[src/design/comm_state_pkg.sv]
// Package with constants and carrier types for the fieldbus slave communication control
package comm_state_pkg;

  // Communication states
  typedef enum logic [1:0] {
    ST_BOOT  = 2'b00,
    ST_MBOX  = 2'b01,
    ST_INPUT = 2'b10,
    ST_FULL  = 2'b11
  } comm_state_t;

  // Object dictionary index ranges
  localparam logic [15:0] RX_MAP_LO    = 16'h1600;
  localparam logic [15:0] RX_MAP_HI    = 16'h17ff;
  localparam logic [15:0] TX_MAP_LO    = 16'h1a00;
  localparam logic [15:0] TX_MAP_HI    = 16'h1bff;
  localparam logic [15:0] RX_VAR_IDX   = 16'h1600;
  localparam logic [15:0] RX_FIX_LO    = 16'h1701;
  localparam logic [15:0] RX_FIX_HI    = 16'h1705;
  localparam logic [15:0] TX_VAR_IDX   = 16'h1a00;
  localparam logic [15:0] TX_FIX_LO    = 16'h1b01;
  localparam logic [15:0] TX_FIX_HI    = 16'h1b04;

  // Save selection encodings and reset value
  localparam logic [1:0]  SAVE_NONE    = 2'h0;
  localparam logic [1:0]  SAVE_PARAM   = 2'h1;
  localparam logic [1:0]  SAVE_OBJ     = 2'h2;
  localparam logic [1:0]  SAVE_BOTH    = 2'h3;
  localparam logic [1:0]  SAVE_RST     = SAVE_BOTH;

  // Slot classification of an index
  typedef enum logic [2:0] {
    SLOT_NONE   = 3'b000,
    SLOT_RX_VAR = 3'b001,
    SLOT_RX_FIX = 3'b010,
    SLOT_TX_VAR = 3'b011,
    SLOT_TX_FIX = 3'b100,
    SLOT_RX_UNS = 3'b101,
    SLOT_TX_UNS = 3'b110
  } slot_kind_t;

  // Channel gates for the current state
  typedef struct packed {
    logic sdo_en;
    logic rx_pdo_en;
    logic tx_pdo_en;
    logic sync_en;
    logic chip_only;
  } chan_gate_t;

  // Object access request carried with its index
  typedef struct packed {
    logic        valid;
    logic        write;
    logic [15:0] index;
    logic [7:0]  subindex;
    logic [31:0] data;
  } obj_req_t;

  // Save selection object location
  localparam logic [15:0] SAVE_SEL_IDX = 16'h200e;
  localparam logic [7:0]  SAVE_SEL_SUB = 8'h02;

  // PDO assignment object locations, receive and transmit
  localparam logic [15:0] ASSIGN_RX_IDX = 16'h1c12;
  localparam logic [15:0] ASSIGN_TX_IDX = 16'h1c13;

endpackage

[src/design/fieldbus_slave_state_pdo.sv]
// Slave communication state machine with channel gating and PDO slot handling
// How it works
// RULE1: Upward moves go boot, mailbox, inputs-only, full exchange, in order.
// RULE2: Downward moves from full exchange may skip intermediate states.
// RULE3: Boot state serves no SDO or PDO; only master reaches chip registers.
// RULE4: Master sets address, mailbox and sync clock, then asks for mailbox.
// RULE5: Mailbox state serves SDO with receive and transmit PDO disabled.
// RULE6: Master sets mapping, sync channels, mapping units, then asks inputs-only.
// RULE7: Inputs-only serves SDO, transmit PDO and sync clock; ignores receive PDO.
// RULE8: Master already sends valid outputs before full exchange is entered.
// RULE9: Full exchange takes inputs and outputs as valid and keeps SDO.
// RULE10: Indices 1600h to 17FFh are receive PDO mapping descriptors.
// RULE11: Indices 1A00h to 1BFFh are transmit PDO mapping descriptors.
// RULE12: Six receive PDOs (1600h variable, 1701h-1705h fixed), five transmit PDOs.
// RULE13: User assigns PDOs; 1A00h variable, 1B01h to 1B04h fixed transmit slots.
// RULE14: Receive PDOs flow master to device; transmit PDOs device to master.
// RULE15: PDO data moves every cycle; SDO accesses come non-cyclically.
// RULE16: Dictionary holds communication, application and mapping data via SDO.
// RULE17: Save selection must be set before saving, else defaults return.
// RULE18: Save selection 0 none, 1 params, 2 objects, 3 both; default 3.
// RULE19: Skipping upward requests are refused and the state is kept.
`timescale 1ns/1ps
module fieldbus_slave_state_pdo
  import comm_state_pkg::*;
(
  input  wire logic        clk_i,
  input  wire logic        nrst_i,
  input  wire logic        req_valid_i,
  input  comm_state_t      req_state_i,
  input  wire logic        chip_access_i,
  input  obj_req_t         sdo_req_i,
  input  wire logic        rx_pdo_valid_i,
  input  wire logic [31:0] rx_pdo_data_i,
  input  wire logic        cycle_tick_i,
  input  wire logic [31:0] tx_pdo_data_i,
  input  wire logic        save_cmd_i,
  output comm_state_t      state_o,
  output logic             refused_o,
  output chan_gate_t       gate_o,
  output logic             chip_grant_o,
  output logic             sdo_ack_o,
  output logic             sdo_err_o,
  output logic [31:0]      sdo_rdata_o,
  output logic             rx_pdo_valid_o,
  output logic [31:0]      rx_pdo_data_o,
  output logic             tx_pdo_valid_o,
  output logic [31:0]      tx_pdo_data_o,
  output logic [1:0]       save_sel_o,
  output logic             save_param_o,
  output logic             save_obj_o
);

  comm_state_t state_reg, state_next;
  logic        refused_reg, refused_next;
  chan_gate_t  gate_next;
  chan_gate_t  gate_reg;
  logic        chip_reg, chip_next;
  logic        sdo_ack_reg, sdo_ack_next;
  logic        sdo_err_reg, sdo_err_next;
  logic [31:0] sdo_rdata_reg, sdo_rdata_next;
  logic        rxv_reg, rxv_next;
  logic [31:0] rxd_reg, rxd_next;
  logic        txv_reg, txv_next;
  logic [31:0] txd_reg, txd_next;
  logic [1:0]  save_sel_reg, save_sel_next;
  logic        sp_reg, sp_next;
  logic        so_reg, so_next;
  // Mapping entries for the two variable slots; fixed slots are read-only.
  // Only one word per variable slot is kept: a full entry list would need
  // a memory, and the fixed slots carry their contents elsewhere.
  logic [31:0] rx_map_reg, rx_map_next;
  logic [31:0] tx_map_reg, tx_map_next;
  // Assignment bitmaps: bit 0 variable slot, bits 1.. fixed slots
  logic [5:0]  rx_assign_reg, rx_assign_next;
  logic [4:0]  tx_assign_reg, tx_assign_next;
  // Assignment resets to the variable slot only, so process data flows
  // without any setup once the exchange states are reached

  slot_kind_t  slot_kind;
  logic        is_rx_map;
  logic        is_tx_map;

  // Slot decode of the mailbox index, shared by all object accesses
  pdo_slot_decode i_pdo_slot_decode (
    .index_i  (sdo_req_i.index),
    .kind_o   (slot_kind),
    .rx_map_o (is_rx_map),
    .tx_map_o (is_tx_map)
  );

  // Channel gates derived from a state.
  // Gates are computed from the next state and registered, so they change in the same cycle as state_o;
  // only chip_only lags, since reset clears it and the first clock sets it in boot.
  function automatic chan_gate_t gate_of(input comm_state_t s);
    chan_gate_t g;
    g = '0;
    unique case (s)
      // RULE3: boot gates closed
      ST_BOOT:  g.chip_only = 1'b1;
      // RULE5: mailbox only
      ST_MBOX:  g.sdo_en = 1'b1;
      // RULE7: inputs and sync
      ST_INPUT: begin
        g.sdo_en    = 1'b1;
        g.tx_pdo_en = 1'b1;
        g.sync_en   = 1'b1;
      end
      // RULE9: everything open
      ST_FULL: begin
        g.sdo_en    = 1'b1;
        g.rx_pdo_en = 1'b1;
        g.tx_pdo_en = 1'b1;
        g.sync_en   = 1'b1;
      end
    endcase
    return g;
  endfunction

  // State transition logic; a request is judged against the current state.
  // A request equal to the current state is accepted and changes nothing.
  // Upward moves of more than one step are refused for one cycle; the
  // master must then walk the ladder, which keeps its setup steps in order.
  // Downward moves need no setup, so any of them is taken at once.
  always_comb begin
    state_next   = state_reg;
    refused_next = 1'b0;
    if (req_valid_i) begin
      if (req_state_i <= state_reg) begin
        // RULE2: downward skip allowed
        state_next = req_state_i;
      end else if (req_state_i == comm_state_t'(state_reg + 2'd1)) begin
        // RULE1: one step upward
        state_next = req_state_i;
      end else begin
        // RULE19: refuse skipping up
        refused_next = 1'b1;
      end
    end
    gate_next = gate_of(state_next);
    // RULE3: chip registers master-only in boot
    chip_next = chip_access_i && (state_reg == ST_BOOT);
  end

  always_ff @(posedge clk_i or negedge nrst_i) begin
    if (!nrst_i) begin
      state_reg   <= ST_BOOT;
      refused_reg <= 1'b0;
      gate_reg    <= '0;
      chip_reg    <= 1'b0;
    end else begin
      state_reg   <= state_next;
      refused_reg <= refused_next;
      gate_reg    <= gate_next;
      chip_reg    <= chip_next;
    end
  end

  // Mailbox object access: served once per request, never tied to the cycle tick.
  // Every request is answered one cycle later, error or not, so the master
  // never waits on a missing acknowledge. Read data is the value held
  // before a write in the same request takes effect.
  always_comb begin
    sdo_ack_next   = 1'b0;
    sdo_err_next   = 1'b0;
    sdo_rdata_next = sdo_rdata_reg;
    rx_map_next    = rx_map_reg;
    tx_map_next    = tx_map_reg;
    rx_assign_next = rx_assign_reg;
    tx_assign_next = tx_assign_reg;
    save_sel_next  = save_sel_reg;
    // RULE15: non-cyclic SDO
    if (sdo_req_i.valid) begin
      sdo_ack_next = 1'b1;
      if (!gate_reg.sdo_en) begin
        // RULE3: no SDO in boot
        sdo_err_next = 1'b1;
      end else if (sdo_req_i.index == SAVE_SEL_IDX && sdo_req_i.subindex == SAVE_SEL_SUB) begin
        // RULE18: save selection object
        if (sdo_req_i.write) begin
          save_sel_next = sdo_req_i.data[1:0];
        end
        sdo_rdata_next = {30'h0000_0000, save_sel_reg};
      end else if (is_rx_map || is_tx_map) begin
        // RULE10: receive mapping range
        // RULE11: transmit mapping range
        // RULE12: slot decode
        // RULE13: variable slots writable
        unique case (slot_kind)
          SLOT_RX_VAR: begin
            if (sdo_req_i.write) begin
              rx_map_next = sdo_req_i.data;
            end
            sdo_rdata_next = rx_map_reg;
          end
          SLOT_TX_VAR: begin
            if (sdo_req_i.write) begin
              tx_map_next = sdo_req_i.data;
            end
            sdo_rdata_next = tx_map_reg;
          end
          SLOT_RX_FIX, SLOT_TX_FIX: begin
            sdo_err_next   = sdo_req_i.write;
            sdo_rdata_next = {16'h0000, sdo_req_i.index};
          end
          default: sdo_err_next = 1'b1;
        endcase
      end else if (sdo_req_i.index == ASSIGN_RX_IDX || sdo_req_i.index == ASSIGN_TX_IDX) begin
        // RULE13: user PDO assignment
        // Changing the assignment while data flows would tear a frame, so
        // writes are taken only in the mailbox state
        if (sdo_req_i.write && state_reg == ST_MBOX) begin
          if (sdo_req_i.index == ASSIGN_RX_IDX) begin
            rx_assign_next = sdo_req_i.data[5:0];
          end else begin
            tx_assign_next = sdo_req_i.data[4:0];
          end
        end else if (sdo_req_i.write) begin
          sdo_err_next = 1'b1;
        end
        sdo_rdata_next = (sdo_req_i.index == ASSIGN_RX_IDX) ?
                         {26'h000_0000, rx_assign_reg} : {27'h000_0000, tx_assign_reg};
      end else begin
        // RULE16: other objects answered as present
        sdo_rdata_next = 32'h0000_0000;
      end
    end
  end

  // Process data: transmit on the tick, receive on each valid word, gated by state.
  // An empty assignment stops the channel even in the exchange states.
  // Data registers hold the last word, so a late reader still sees it.
  always_comb begin
    rxv_next = 1'b0;
    rxd_next = rxd_reg;
    txv_next = 1'b0;
    txd_next = txd_reg;
    // RULE14: receive flows inward
    // RULE7: receive ignored before full exchange
    if (rx_pdo_valid_i && gate_reg.rx_pdo_en && rx_assign_reg != 6'h00) begin
      rxv_next = 1'b1;
      rxd_next = rx_pdo_data_i;
    end
    // RULE15: cyclic transmit
    if (cycle_tick_i && gate_reg.tx_pdo_en && tx_assign_reg != 5'h00) begin
      txv_next = 1'b1;
      txd_next = tx_pdo_data_i;
    end
    // RULE17: save follows selection
    sp_next = save_cmd_i && save_sel_reg[0];
    so_next = save_cmd_i && save_sel_reg[1];
  end

  always_ff @(posedge clk_i or negedge nrst_i) begin
    if (!nrst_i) begin
      sdo_ack_reg   <= 1'b0;
      sdo_err_reg   <= 1'b0;
      sdo_rdata_reg <= 32'h0000_0000;
      rx_map_reg    <= 32'h0000_0000;
      tx_map_reg    <= 32'h0000_0000;
      rx_assign_reg <= 6'h01;
      tx_assign_reg <= 5'h01;
      save_sel_reg  <= SAVE_RST;
      rxv_reg       <= 1'b0;
      rxd_reg       <= 32'h0000_0000;
      txv_reg       <= 1'b0;
      txd_reg       <= 32'h0000_0000;
      sp_reg        <= 1'b0;
      so_reg        <= 1'b0;
    end else begin
      sdo_ack_reg   <= sdo_ack_next;
      sdo_err_reg   <= sdo_err_next;
      sdo_rdata_reg <= sdo_rdata_next;
      rx_map_reg    <= rx_map_next;
      tx_map_reg    <= tx_map_next;
      rx_assign_reg <= rx_assign_next;
      tx_assign_reg <= tx_assign_next;
      save_sel_reg  <= save_sel_next;
      rxv_reg       <= rxv_next;
      rxd_reg       <= rxd_next;
      txv_reg       <= txv_next;
      txd_reg       <= txd_next;
      sp_reg        <= sp_next;
      so_reg        <= so_next;
    end
  end

  // Outputs straight from flip-flops.
  // No output passes through logic after its register, to keep the far
  // side free of glitches.
  assign state_o        = state_reg;
  assign refused_o      = refused_reg;
  assign gate_o         = gate_reg;
  assign chip_grant_o   = chip_reg;
  assign sdo_ack_o      = sdo_ack_reg;
  assign sdo_err_o      = sdo_err_reg;
  assign sdo_rdata_o    = sdo_rdata_reg;
  assign rx_pdo_valid_o = rxv_reg;
  assign rx_pdo_data_o  = rxd_reg;
  assign tx_pdo_valid_o = txv_reg;
  assign tx_pdo_data_o  = txd_reg;
  assign save_sel_o     = save_sel_reg;
  assign save_param_o   = sp_reg;
  assign save_obj_o     = so_reg;

endmodule

[src/design/pdo_slot_decode.sv]
// Classifies an object dictionary index into PDO mapping slot kinds
`timescale 1ns/1ps
module pdo_slot_decode
  import comm_state_pkg::*;
(
  input  wire logic [15:0] index_i,
  output slot_kind_t       kind_o,
  output logic             rx_map_o,
  output logic             tx_map_o
);

  // Range and slot decode, purely combinational
  always_comb begin
    rx_map_o = (index_i >= RX_MAP_LO) && (index_i <= RX_MAP_HI);
    tx_map_o = (index_i >= TX_MAP_LO) && (index_i <= TX_MAP_HI);
    kind_o   = SLOT_NONE;
    if (rx_map_o) begin
      kind_o = SLOT_RX_UNS;
      if (index_i == RX_VAR_IDX) begin
        kind_o = SLOT_RX_VAR;
      end else if (index_i >= RX_FIX_LO && index_i <= RX_FIX_HI) begin
        kind_o = SLOT_RX_FIX;
      end
    end else if (tx_map_o) begin
      kind_o = SLOT_TX_UNS;
      if (index_i == TX_VAR_IDX) begin
        kind_o = SLOT_TX_VAR;
      end else if (index_i >= TX_FIX_LO && index_i <= TX_FIX_HI) begin
        kind_o = SLOT_TX_FIX;
      end
    end
  end

endmodule

[config.mk]
export PLATFORM = sky130hd
export DESIGN_NAME = fieldbus_slave_state_pdo
export DESIGN_NICKNAME = d
export VERILOG_FILES = /design/src/design/comm_state_pkg.sv /design/src/design/fieldbus_slave_state_pdo.sv /design/src/design/pdo_slot_decode.sv
export SDC_FILE = /design/constraint.sdc
export NUM_CORES = 1
export LEC_CHECK = 0
export BUFFER_PORTS_ARGS = -buffer_cell sky130_fd_sc_hd__buf_2
export CAP_MARGIN = 30
export CORE_UTILIZATION = 50
export DETAILED_ROUTE_END_ITERATION = 10
export PLACE_DENSITY_LB_ADDON = 0.3
export SYNTH_ARGS = -nofsm -noshare
export SYNTH_HDL_FRONTEND = slang
export SYNTH_SLANG_ARGS = --single-unit
export TNS_END_PERCENT = 10
[constraint.sdc]
create_clock -name clk_i -period 4.75 [get_ports clk_i]
set_clock_uncertainty 0.15 [all_clocks]
set_input_delay 0.7125 -clock clk_i [delete_from_list [all_inputs] [get_ports clk_i]]
set_output_delay 0.7125 -clock clk_i [all_outputs]
set_load 0.02 [all_outputs]
# Word level (Yosys, flattened, before mapping)

Cells that the tools add are included.

Register bits: 188
Output and inout port bits: 113
Logic and storage cells: 112

Add/sub/neg operators: 1
$lt $le $gt $ge: 9
Equality and inequality tests: 16
Mux-type cells: 32
Bitwise operators: 3
Reduce and logical (&&, ||, !) cells: 29

Operator list:

| cell                   | count |
|---|---|
| $pmux W32 S3           | 1 |
| $eq A16 B13 Y1 const B | 4 |
| $ge A16 B13 Y1 const B | 4 |
| $le A16 B13 Y1 const B | 4 |
| $mux W32               | 2 |
| $eq A16 B14 Y1 const B | 1 |
| $mux W1                | 16 |
| $mux W3                | 5 |
| $reduce_and A7 Y1      | 2 |
| $logic_and A1 B1 Y1    | 13 |
| $mux W6                | 2 |
| $reduce_and A6 Y1      | 2 |
| $mux W2                | 5 |
| $eq A8 B2 Y1 const B   | 1 |
| $eq A3 B2 Y1 const B   | 2 |
| $reduce_bool A6 Y1     | 1 |
| $reduce_or A2 Y1       | 3 |
| $ne A5 B2 Y1 const B   | 1 |
| $reduce_bool A5 Y1     | 1 |
| $eq A2 B1 Y1 const B   | 2 |
| $eq A2 B2 Y1 const B   | 2 |
| $logic_not A2 Y1       | 2 |
| $reduce_and A4 Y1      | 1 |
| $eq A3 B1 Y1 const B   | 1 |
| other kinds (9)        | 12 |

# Depth between registers and ports, before layout

Gate-level depths: netlist of run 1.

Word-level depth: 13
Mapped depth: 8
Mapped depth without buffers: 8

# Cells and area by module

From an unflattened synthesis of run 1, not the netlist that was laid out.

Cell total of the unflattened synthesis: 651
Area total of the unflattened synthesis: 8,587.0 µm²

Modules (own cells, without submodules):

| module                   | instances | cells each | area an instance (µm²) |
|---|---|---|---|
| fieldbus_slave_state_pdo | 1         | 631        | 8,444.3 |
| pdo_slot_decode          | 1         | 20         | 142.6 |

# Least setup slack after synthesis of run 1

Ideal clock, no wire load.

Kind: in2reg
Start: input port sdo_req_i[45] (netlist bit)
End: register rx_map_reg[10]
Setup time: 0.125 ns
Data arrival time: 2.204 ns
Path slack: 2.271 ns
Cell stages on the path: 6
Path buffers: 2
Cells stage by stage: nor3_4 nand4b_4 or4_4 buf_6 buf_12 mux2_4

Longest elaborated chain between the ends: 8
Elaborated cells between the ends (all ways): 26
Classes of those cells: order compare (8); eq/ne (4); mux (6); bitwise (1); reduce/logical (7)

RTL lines:

| what                                             | RTL line                        | text |
|---|---|---|
| start, declared                                  | fieldbus_slave_state_pdo.sv:31  | `input obj_req_t sdo_req_i,` |
| $ge A16 B13 Y1 or $le A16 B13 Y1 (tied branches) | pdo_slot_decode.sv:28           | `end else if (index_i >= TX_FIX_LO && index_i <= TX_FIX_HI) begin` |
| $logic_and A1 B1 Y1                              | pdo_slot_decode.sv:28           |  |
| $mux W2                                          | pdo_slot_decode.sv:28           |  |
| $mux W3                                          | pdo_slot_decode.sv:26           | `if (index_i == TX_VAR_IDX) begin` |
| $mux W3                                          | pdo_slot_decode.sv:24           | `end else if (tx_map_o) begin` |
| $mux W3                                          | pdo_slot_decode.sv:17           | `if (rx_map_o) begin` |
| $eq A3 B1 Y1                                     | fieldbus_slave_state_pdo.sv:188 | `unique case (slot_kind)` |
| $reduce_and A6 Y1 (no line) *                    | --                              |  |
| end signal, assigned                             | fieldbus_slave_state_pdo.sv:273 | `rx_map_reg <= rx_map_next;` |
| end, declared                                    | fieldbus_slave_state_pdo.sv:71  | `logic [31:0] rx_map_reg, rx_map_next;` |

Mark *: on every way between the ends. The rest lies on a longest branch, timed or not.
A chain may end at the register's enable or synchronous reset.

# Worst setup path in the final report of run 1

Start: input port sdo_req_i[51] (netlist bit)
End: register tx_map_reg[0]

Longest elaborated chain between the ends: 8
Elaborated cells between the ends (all ways): 26
Classes of those cells: order compare (8); eq/ne (4); mux (6); bitwise (1); reduce/logical (7)

RTL lines:

| what                                             | RTL line                        | text |
|---|---|---|
| $ge A16 B13 Y1 or $le A16 B13 Y1 (tied branches) | pdo_slot_decode.sv:28           |  |
| $logic_and A1 B1 Y1                              | pdo_slot_decode.sv:28           |  |
| $mux W2                                          | pdo_slot_decode.sv:28           |  |
| $mux W3                                          | pdo_slot_decode.sv:26           |  |
| $mux W3                                          | pdo_slot_decode.sv:24           |  |
| $mux W3                                          | pdo_slot_decode.sv:17           |  |
| $eq A3 B2 Y1                                     | fieldbus_slave_state_pdo.sv:188 |  |
| $reduce_and A6 Y1 (no line) *                    | --                              |  |
| end signal, assigned                             | fieldbus_slave_state_pdo.sv:274 | `tx_map_reg <= tx_map_next;` |
| end, declared                                    | fieldbus_slave_state_pdo.sv:72  | `logic [31:0] tx_map_reg, tx_map_next;` |

Marks and branches as above.

==> results.yml, run 1 <==
clocking:
  clk_pin_slew_ns: 0.07
  clock_latency_ns: 0.42
  clock_path_buffers: 2
  ctsResizeCount: 0
  cts_made_buffers: 17
  cts_sinks: 187
  root_buffer: "clkbuf_16"
  cts_tree: "built"
  h-tree-depth: 4
detailed_routing:
  vias_per_cell: 5.38
  dr.pass1.iters: 5
  route.vias.total: 5543
  drc: 0
  initialDrtViolationCount: 297
  wirelength_mm: 18.1
  ant_nets: 0
  detail_route.wl_per_cell_um: 17.6
timing:
  setup_viol: 0
  tns_ns: 0
  maxSlewHeadroom_pct: 29.3
  period_needed_ns: 2.97
  whs_ns: 0.284
  drv_slew: 0
  fmax_mhz: 336
  period_share_pct: 62.6
  tightestPinTransition_ns: 1.06
  hold_viol_final: 0
  rsz0062_at_grt: "false"
logic_synthesis:
  synth-xor-area-share_pct: 0.111
  synth.area.mux_share_pct: 22.7
  synth_nets: 699
  async_flop_share_pct: 100
  synth_top_area_cell: "dfrtp_1"
  ys_types: 57
  yosysMostFrequentCell: "dfrtp_1"
  ys.warnings.count: 0
  syn_area_um2: 7890
  synth_top_family_by_area: "multiplexers"
  syn_area_per_cell_um2: 14.0
  ys.flop_type: "dfrtp_1"
  synthSimpleGateAreaFrac_pct: 6.88
  seq_area_frac_synth_pct: 59.4
  synthAdderAreaFrac_pct: 0.635
  synth_seq_cells: 187
  synth.top_cells.by_count: "dfrtp_1 (183), mux2_2 (108), nand2_1 (35)"
  netlist_instances: 564
  synth_top_cells_by_area: "dfrtp_1 (58%), mux2_2 (15%), mux2_4 (5.7%)"
  synth_top_cell_area_share_pct: 58.1
  synth_edf_count: 0
  synth_compound_area_share_pct: 7.44
worst_setup_path:
  cp_num_buf_inv: 2
  max_stage_delay_ns: 0.77
  critPathSlowestCell: "and2_2"
  worst-setup-path-type: "input pin to flip-flop"
  r2r_slack_ns: 2.53
  crit_cells: 7
  reg2reg_to: "gate_o[0]"
  path_cells: "buf_2 > nor2b_1 > nand4b_1 > nor2_4 > buf_4 > and2_2 > mux2_1"
  cp_max_fo: 38
  timing.rr.start: "state_o[1]"
  cp.required_ns: 4.89
  crit_arrival_ns: 3.11
  crit_path_start_kind: "input pin"
  crit_path_end_kind: "flip-flop"
  r2r_cells: 7
  crit_family: "simple AND/OR/NAND/NOR gates"
global_route:
  grt_pass1_wl_mm: 29.0
  grt_max_degree: 129
  use_met2_pct: 37.2
  top_usage_layer: "met2"
  grt_pass1_vias: 5643
  antenna_found_initial: 1
  use_met1_pct: 29.8
  met3_usage_pct: 6.41
  grt-ovfl-total: 0
  grt_usage_pct: 23.1
run:
  maxCapViolCount: 0
die:
  dieArea_um2: 16300
  io_pins: 244
  die_w_um: 128
  fp-row-count: 45
  initial_utilization_pct: 51.5
  die-height_um: 128
  core_um2: 15300
cells_and_area:
  drive_gt1_share_pct: 53.6
  area_growth_pct: 25.3
  nFillCells: 1166
  final_area_um2: 9880
  stdcell_count: 1030
  nNetsFinal: 939
hold_path:
  worst_hold_path.num_cells: 1
  hp-class: "input pin to flip-flop"
  hp-start: "sdo_req_i[57]"
  hold-path-endpoint: "sdo_ack_o"
place:
  numPortBuffers: 243
  finalWeightedCongestion: 0.857
  dp_cells: 994
  dp_hpwl_mm: 12.5
  post_dp_cell_area_um2: 9250
power_and_ir_drop:
  vdd_drop_max_mv: 0.248
  power.leakage_nw: 5.39
  p_per_area_nw_per_um2: 350
run_status:
  status: "finished, final reports clean"
stage by stage:
stage	power (mW)	util, %	setup WS, ns
floorplan	1.91	-	2.27
global placement	2.08	60.4	1.48
detailed placement	2.09	60.4	1.41
CTS	3.48	64.2	1.83
global route	3.60	64.5	1.71
finish	3.46	64.5	1.78
worst reg2reg max path: cells and delay by family, from the launching register on:
kind	cells	cell delay [ns]
compound gates	2	0.52
fa+ha+maj	1	0.32
buf+inv	1	0.09
flops	1	0.39
mux	1	0.37
simple gates	2	0.33
how the worst max path moves through the flow:
stage	startpoint	end
floorplan	sdo_req_i[45]	rx_map_reg[10]
finish	sdo_req_i[51]	tx_map_reg[0]
global placement	sdo_req_i[45]	tx_map_reg[20]
CTS	sdo_req_i[45]	tx_map_reg[0]
detailed placement	sdo_req_i[45]	tx_map_reg[13]
global route	sdo_req_i[45]	tx_map_reg[0]
layer usage:
metal / wire, µm / up-vias
met5: 0 / -
met4: 431 / 0
met3: 1170 / 37
met2: 8870 / 227
met1: 7610 / 2765
li1: - / 2514
placed cells by master (no fill, tap or decap), types with 3 or more instances in the layout:
cell type | Yosys | final
mux2_4 | 30 | 30
and2_1 | 8 | 7
nand2_1 | 35 | 35
clkbuf_8 | 0 | 3
or3_1 | 4 | 4
a22oi_1 | 24 | 24
nor2b_1 | 5 | 5
ha_1 | 4 | 4
a21o_1 | 3 | 3
inv_1 | 9 | 9
nor4_1 | 3 | 3
buf_4 | 1 | 6
clkinv_2 | 0 | 3
o21ai_1 | 15 | 14
nor2_1 | 12 | 10
o21ai_0 | 16 | 16
dfrtp_1 | 183 | 183
buf_2 | 14 | 242
mux2_2 | 108 | 108
dfstp_2 | 4 | 4
a31oi_1 | 3 | 3
inv_6 | 0 | 5
mux2i_1 | 9 | 9
nor3b_1 | 3 | 3
clkbuf_16 | 0 | 17
a21oi_1 | 11 | 11
mux2_1 | 3 | 3
cell families (layout without fill, tap and decap cells):
kind of cell	count (synthesis)	in the layout
other	0	2
buffers and inverters	39	292
multiplexers	150	150
XOR/XNOR	1	1
AND/OR/NAND/NOR	94	94
AO/OA/AOI/OAI	89	89
adder cells (fa/ha/maj)	4	4
flip-flops	187	187
power by group:
group | internal, mW | total, mW | leakage, nW | switching [mW]
Sequential | 1.64 | 1.67 | 2.58 | 0.0296
Clock | 0.765 | 1.39 | 0.286 | 0.627
Combinational | 0.142 | 0.398 | 2.52 | 0.255
cell type report:
type	instances	area, µm²	share of cell area (%)
clock buffers	19	453	4.58
clock inverters	13	131	1.33
flip-flops and latches	187	4680	47.4
well taps	211	264	2.67
diodes	2	5.00	0.0507
inverters	9	33.8	0.342
repair buffers	251	1310	13.2
multi-input cells	338	3000	30.4
repair_timing:
item / CTS / global route
endpoints found under the setup margin: 0 / 0
setup buffers: 0 / 0
hold buffers: 0 / 1
hold endpoints to repair: 0 / 4
No activity file was read; power rests on OpenSTA's default activity.
==> inputs of run 2 (changes only) <==
--- a/config.mk
+++ b/config.mk
@@ -7,7 +7,7 @@
 export LEC_CHECK = 0
 export BUFFER_PORTS_ARGS = -buffer_cell sky130_fd_sc_hd__buf_2
 export CAP_MARGIN = 30
-export CORE_UTILIZATION = 50
+export CORE_UTILIZATION = 46
 export DETAILED_ROUTE_END_ITERATION = 10
 export PLACE_DENSITY_LB_ADDON = 0.3
 export SYNTH_ARGS = -nofsm -noshare
==> constraint.sdc (replaced) <==
create_clock -name clk_i -period 2.4 [get_ports clk_i]
set_clock_uncertainty 0.15 [all_clocks]
set_input_delay 0.36 -clock clk_i [delete_from_list [all_inputs] [get_ports clk_i]]
set_output_delay 0.36 -clock clk_i [all_outputs]
set_load 0.02 [all_outputs]
==> run 2 against run 1 <==
Compared with the run above: register-to-register slack worse by 2.4 ns; sequential power grew 98%; combinational power up 110%; final area increased by 3.3%; via count increased by 2.5%; power rose by 99%; clock power increased by 96%; critical path type is now flip-flop to flip-flop.
==> results.yml, run 2 (synthesis results as in run 1) <==
die:
  die-height_um: 133
  fp-row-count: 47
  core_um2: 16600
  die_w_um: 133
  io_pins: 244
  initial_utilization_pct: 47.4
  dieArea_um2: 17700
worst_setup_path:
  crit_arrival_ns: 2.48
  crit_start: "state_o[1]"
  crit_path_start_kind: "flip-flop"
  cp_num_buf_inv: 1
  critPathSlowestCell: "dfrtp_1"
  path_cells: "inv_1 > ha_1 > nor2b_1 > o21ai_0 > o211ai_1 > mux2i_2 > and2_1"
  worst-setup-path-type: "flip-flop to flip-flop"
  crit_family: "compound AO/OA/AOI/OAI gates"
  timing.rr.start: "state_o[1]"
  crit_path_end_kind: "flip-flop"
  max_stage_delay_ns: 0.40
  cp.required_ns: 2.61
  r2r_slack_ns: 0.13
  cp_max_fo: 5
global_route:
  grt_usage_pct: 23.1
  grt-ovfl-total: 0
  antenna_found_initial: 2
  grt_max_degree: 65
  grt_pass1_wl_mm: 31.5
  grt_pass1_vias: 6164
detailed_routing:
  detail_route.wl_per_cell_um: 18.0
  initialDrtViolationCount: 165
  routed.top_layer: "met5"
  wirelength_mm: 19.3
  dr.pass1.iters: 4
  route.vias.total: 5680
  dr_wl_met2_mm: 9.59
  drc: 0
  vias_per_cell: 5.30
  ant_nets: 0
  met3_length_mm: 1.41
  wirelength_met1_mm: 7.87
clocking:
  cts_tree: "built"
  postCtsSetupBuffers: 0
  clock_path_buffers: 2
  clk_pin_slew_ns: 0.07
  h-tree-depth: 4
  cts_sinks: 187
  clock_latency_ns: 0.41
  cts_made_buffers: 17
  root_buffer: "clkbuf_16"
timing:
  drv_slew: 0
  rsz0062_at_grt: "false"
  period_needed_ns: 2.27
  fmax_mhz: 440
  period_share_pct: 94.6
  setup_viol: 0
  hold_viol_final: 0
  maxSlewHeadroom_pct: 60.5
  fin_ws_ns: 0.129
  tightestPinTransition_ns: 0.590
place:
  dp_slack_ns: -0.0537
  numPortBuffers: 243
  dp_hpwl_mm: 13.8
  finalWeightedCongestion: 0.847
  dp_cells: 1023
cells_and_area:
  nFillCells: 1348
  layout_common_cells: "buf_2 (242), dfrtp_1 (183), mux2_2 (108)"
  ff_latch_area_um2: 4680
  stdcell_count: 1071
  final_common_cell: "buf_2"
  nNetsFinal: 972
  drive_gt1_share_pct: 53.8
  multi_input_area_um2: 3010
  area_growth_pct: 29.4
power_and_ir_drop:
  p_per_area_nw_per_um2: 674
  power.leakage_nw: 5.54
  vdd_drop_max_mv: 0.495
hold_path:
  hp-start: "tx_pdo_data_i[8]"
  hp-class: "input pin to flip-flop"
run_status:
  status: "finished, final reports clean"
run:
  maxCapViolCount: 0
## run 2: where the power goes
group          switching (mW)  leakage, nW  internal (mW)
sequential             0.0610         2.58           3.24
clock                    1.20        0.282           1.53
combinational           0.532         2.68          0.322
## run 2: metal layers
layer,global-route usage (%),vias to the layer above
li1,-,2585
met1,27.9,2847
met2,38.6,217
met3,6.97,29
met4,8.94,2
met5,0,-
## run 2: final timing paths
kind / endpoint / depth (start not counted)
worst max-delay path: gate_o[0] / 7
worst min-delay path: tx_pdo_data_o[8] / 2
worst max register to register: gate_o[0] / 7
worst min register to register: sdo_rdata_o[27] / 2
max in group asynchronous: rx_map_reg[22] / 3
min in group asynchronous: save_obj_o / 2
## run 2: timing repair
item,4_1_cts,5_1_grt
hold endpoints to repair,70,1
setup endpoints to repair,0,3
gates resized for setup,0,1
hold buffers,14,1
## run 2: area by class of cell
type / instances / share of cell area, %
timing repair buffer: 284 / 15.9
clock buffer: 21 / 4.61
sequential: 187 / 45.9
multi-input combinational: 338 / 29.4
clock inverter: 11 / 1.08
antenna: 1 / 0.0245
tap: 220 / 2.70
inverter: 9 / 0.331
## run 2: per-stage QoR
step / setup TNS (ns) / area (µm²) / hold slack [ns] / power (mW) / utilization (%)
2_1_floorplan: 0 / 7890 / -0.0856 / 3.77 / -
3_3_place_gp: -2.49 / 9460 / 0.233 / 4.14 / 56.8
3_5_place_dp: -0.287 / 9470 / 0.237 / 4.19 / 56.9
4_1_cts: 0 / 10200 / 0.000305 / 6.95 / 61.3
5_1_grt: 0 / 10200 / 0.00116 / 7.17 / 61.3
6_report: 0 / 10200 / 0.0199 / 6.89 / 61.3
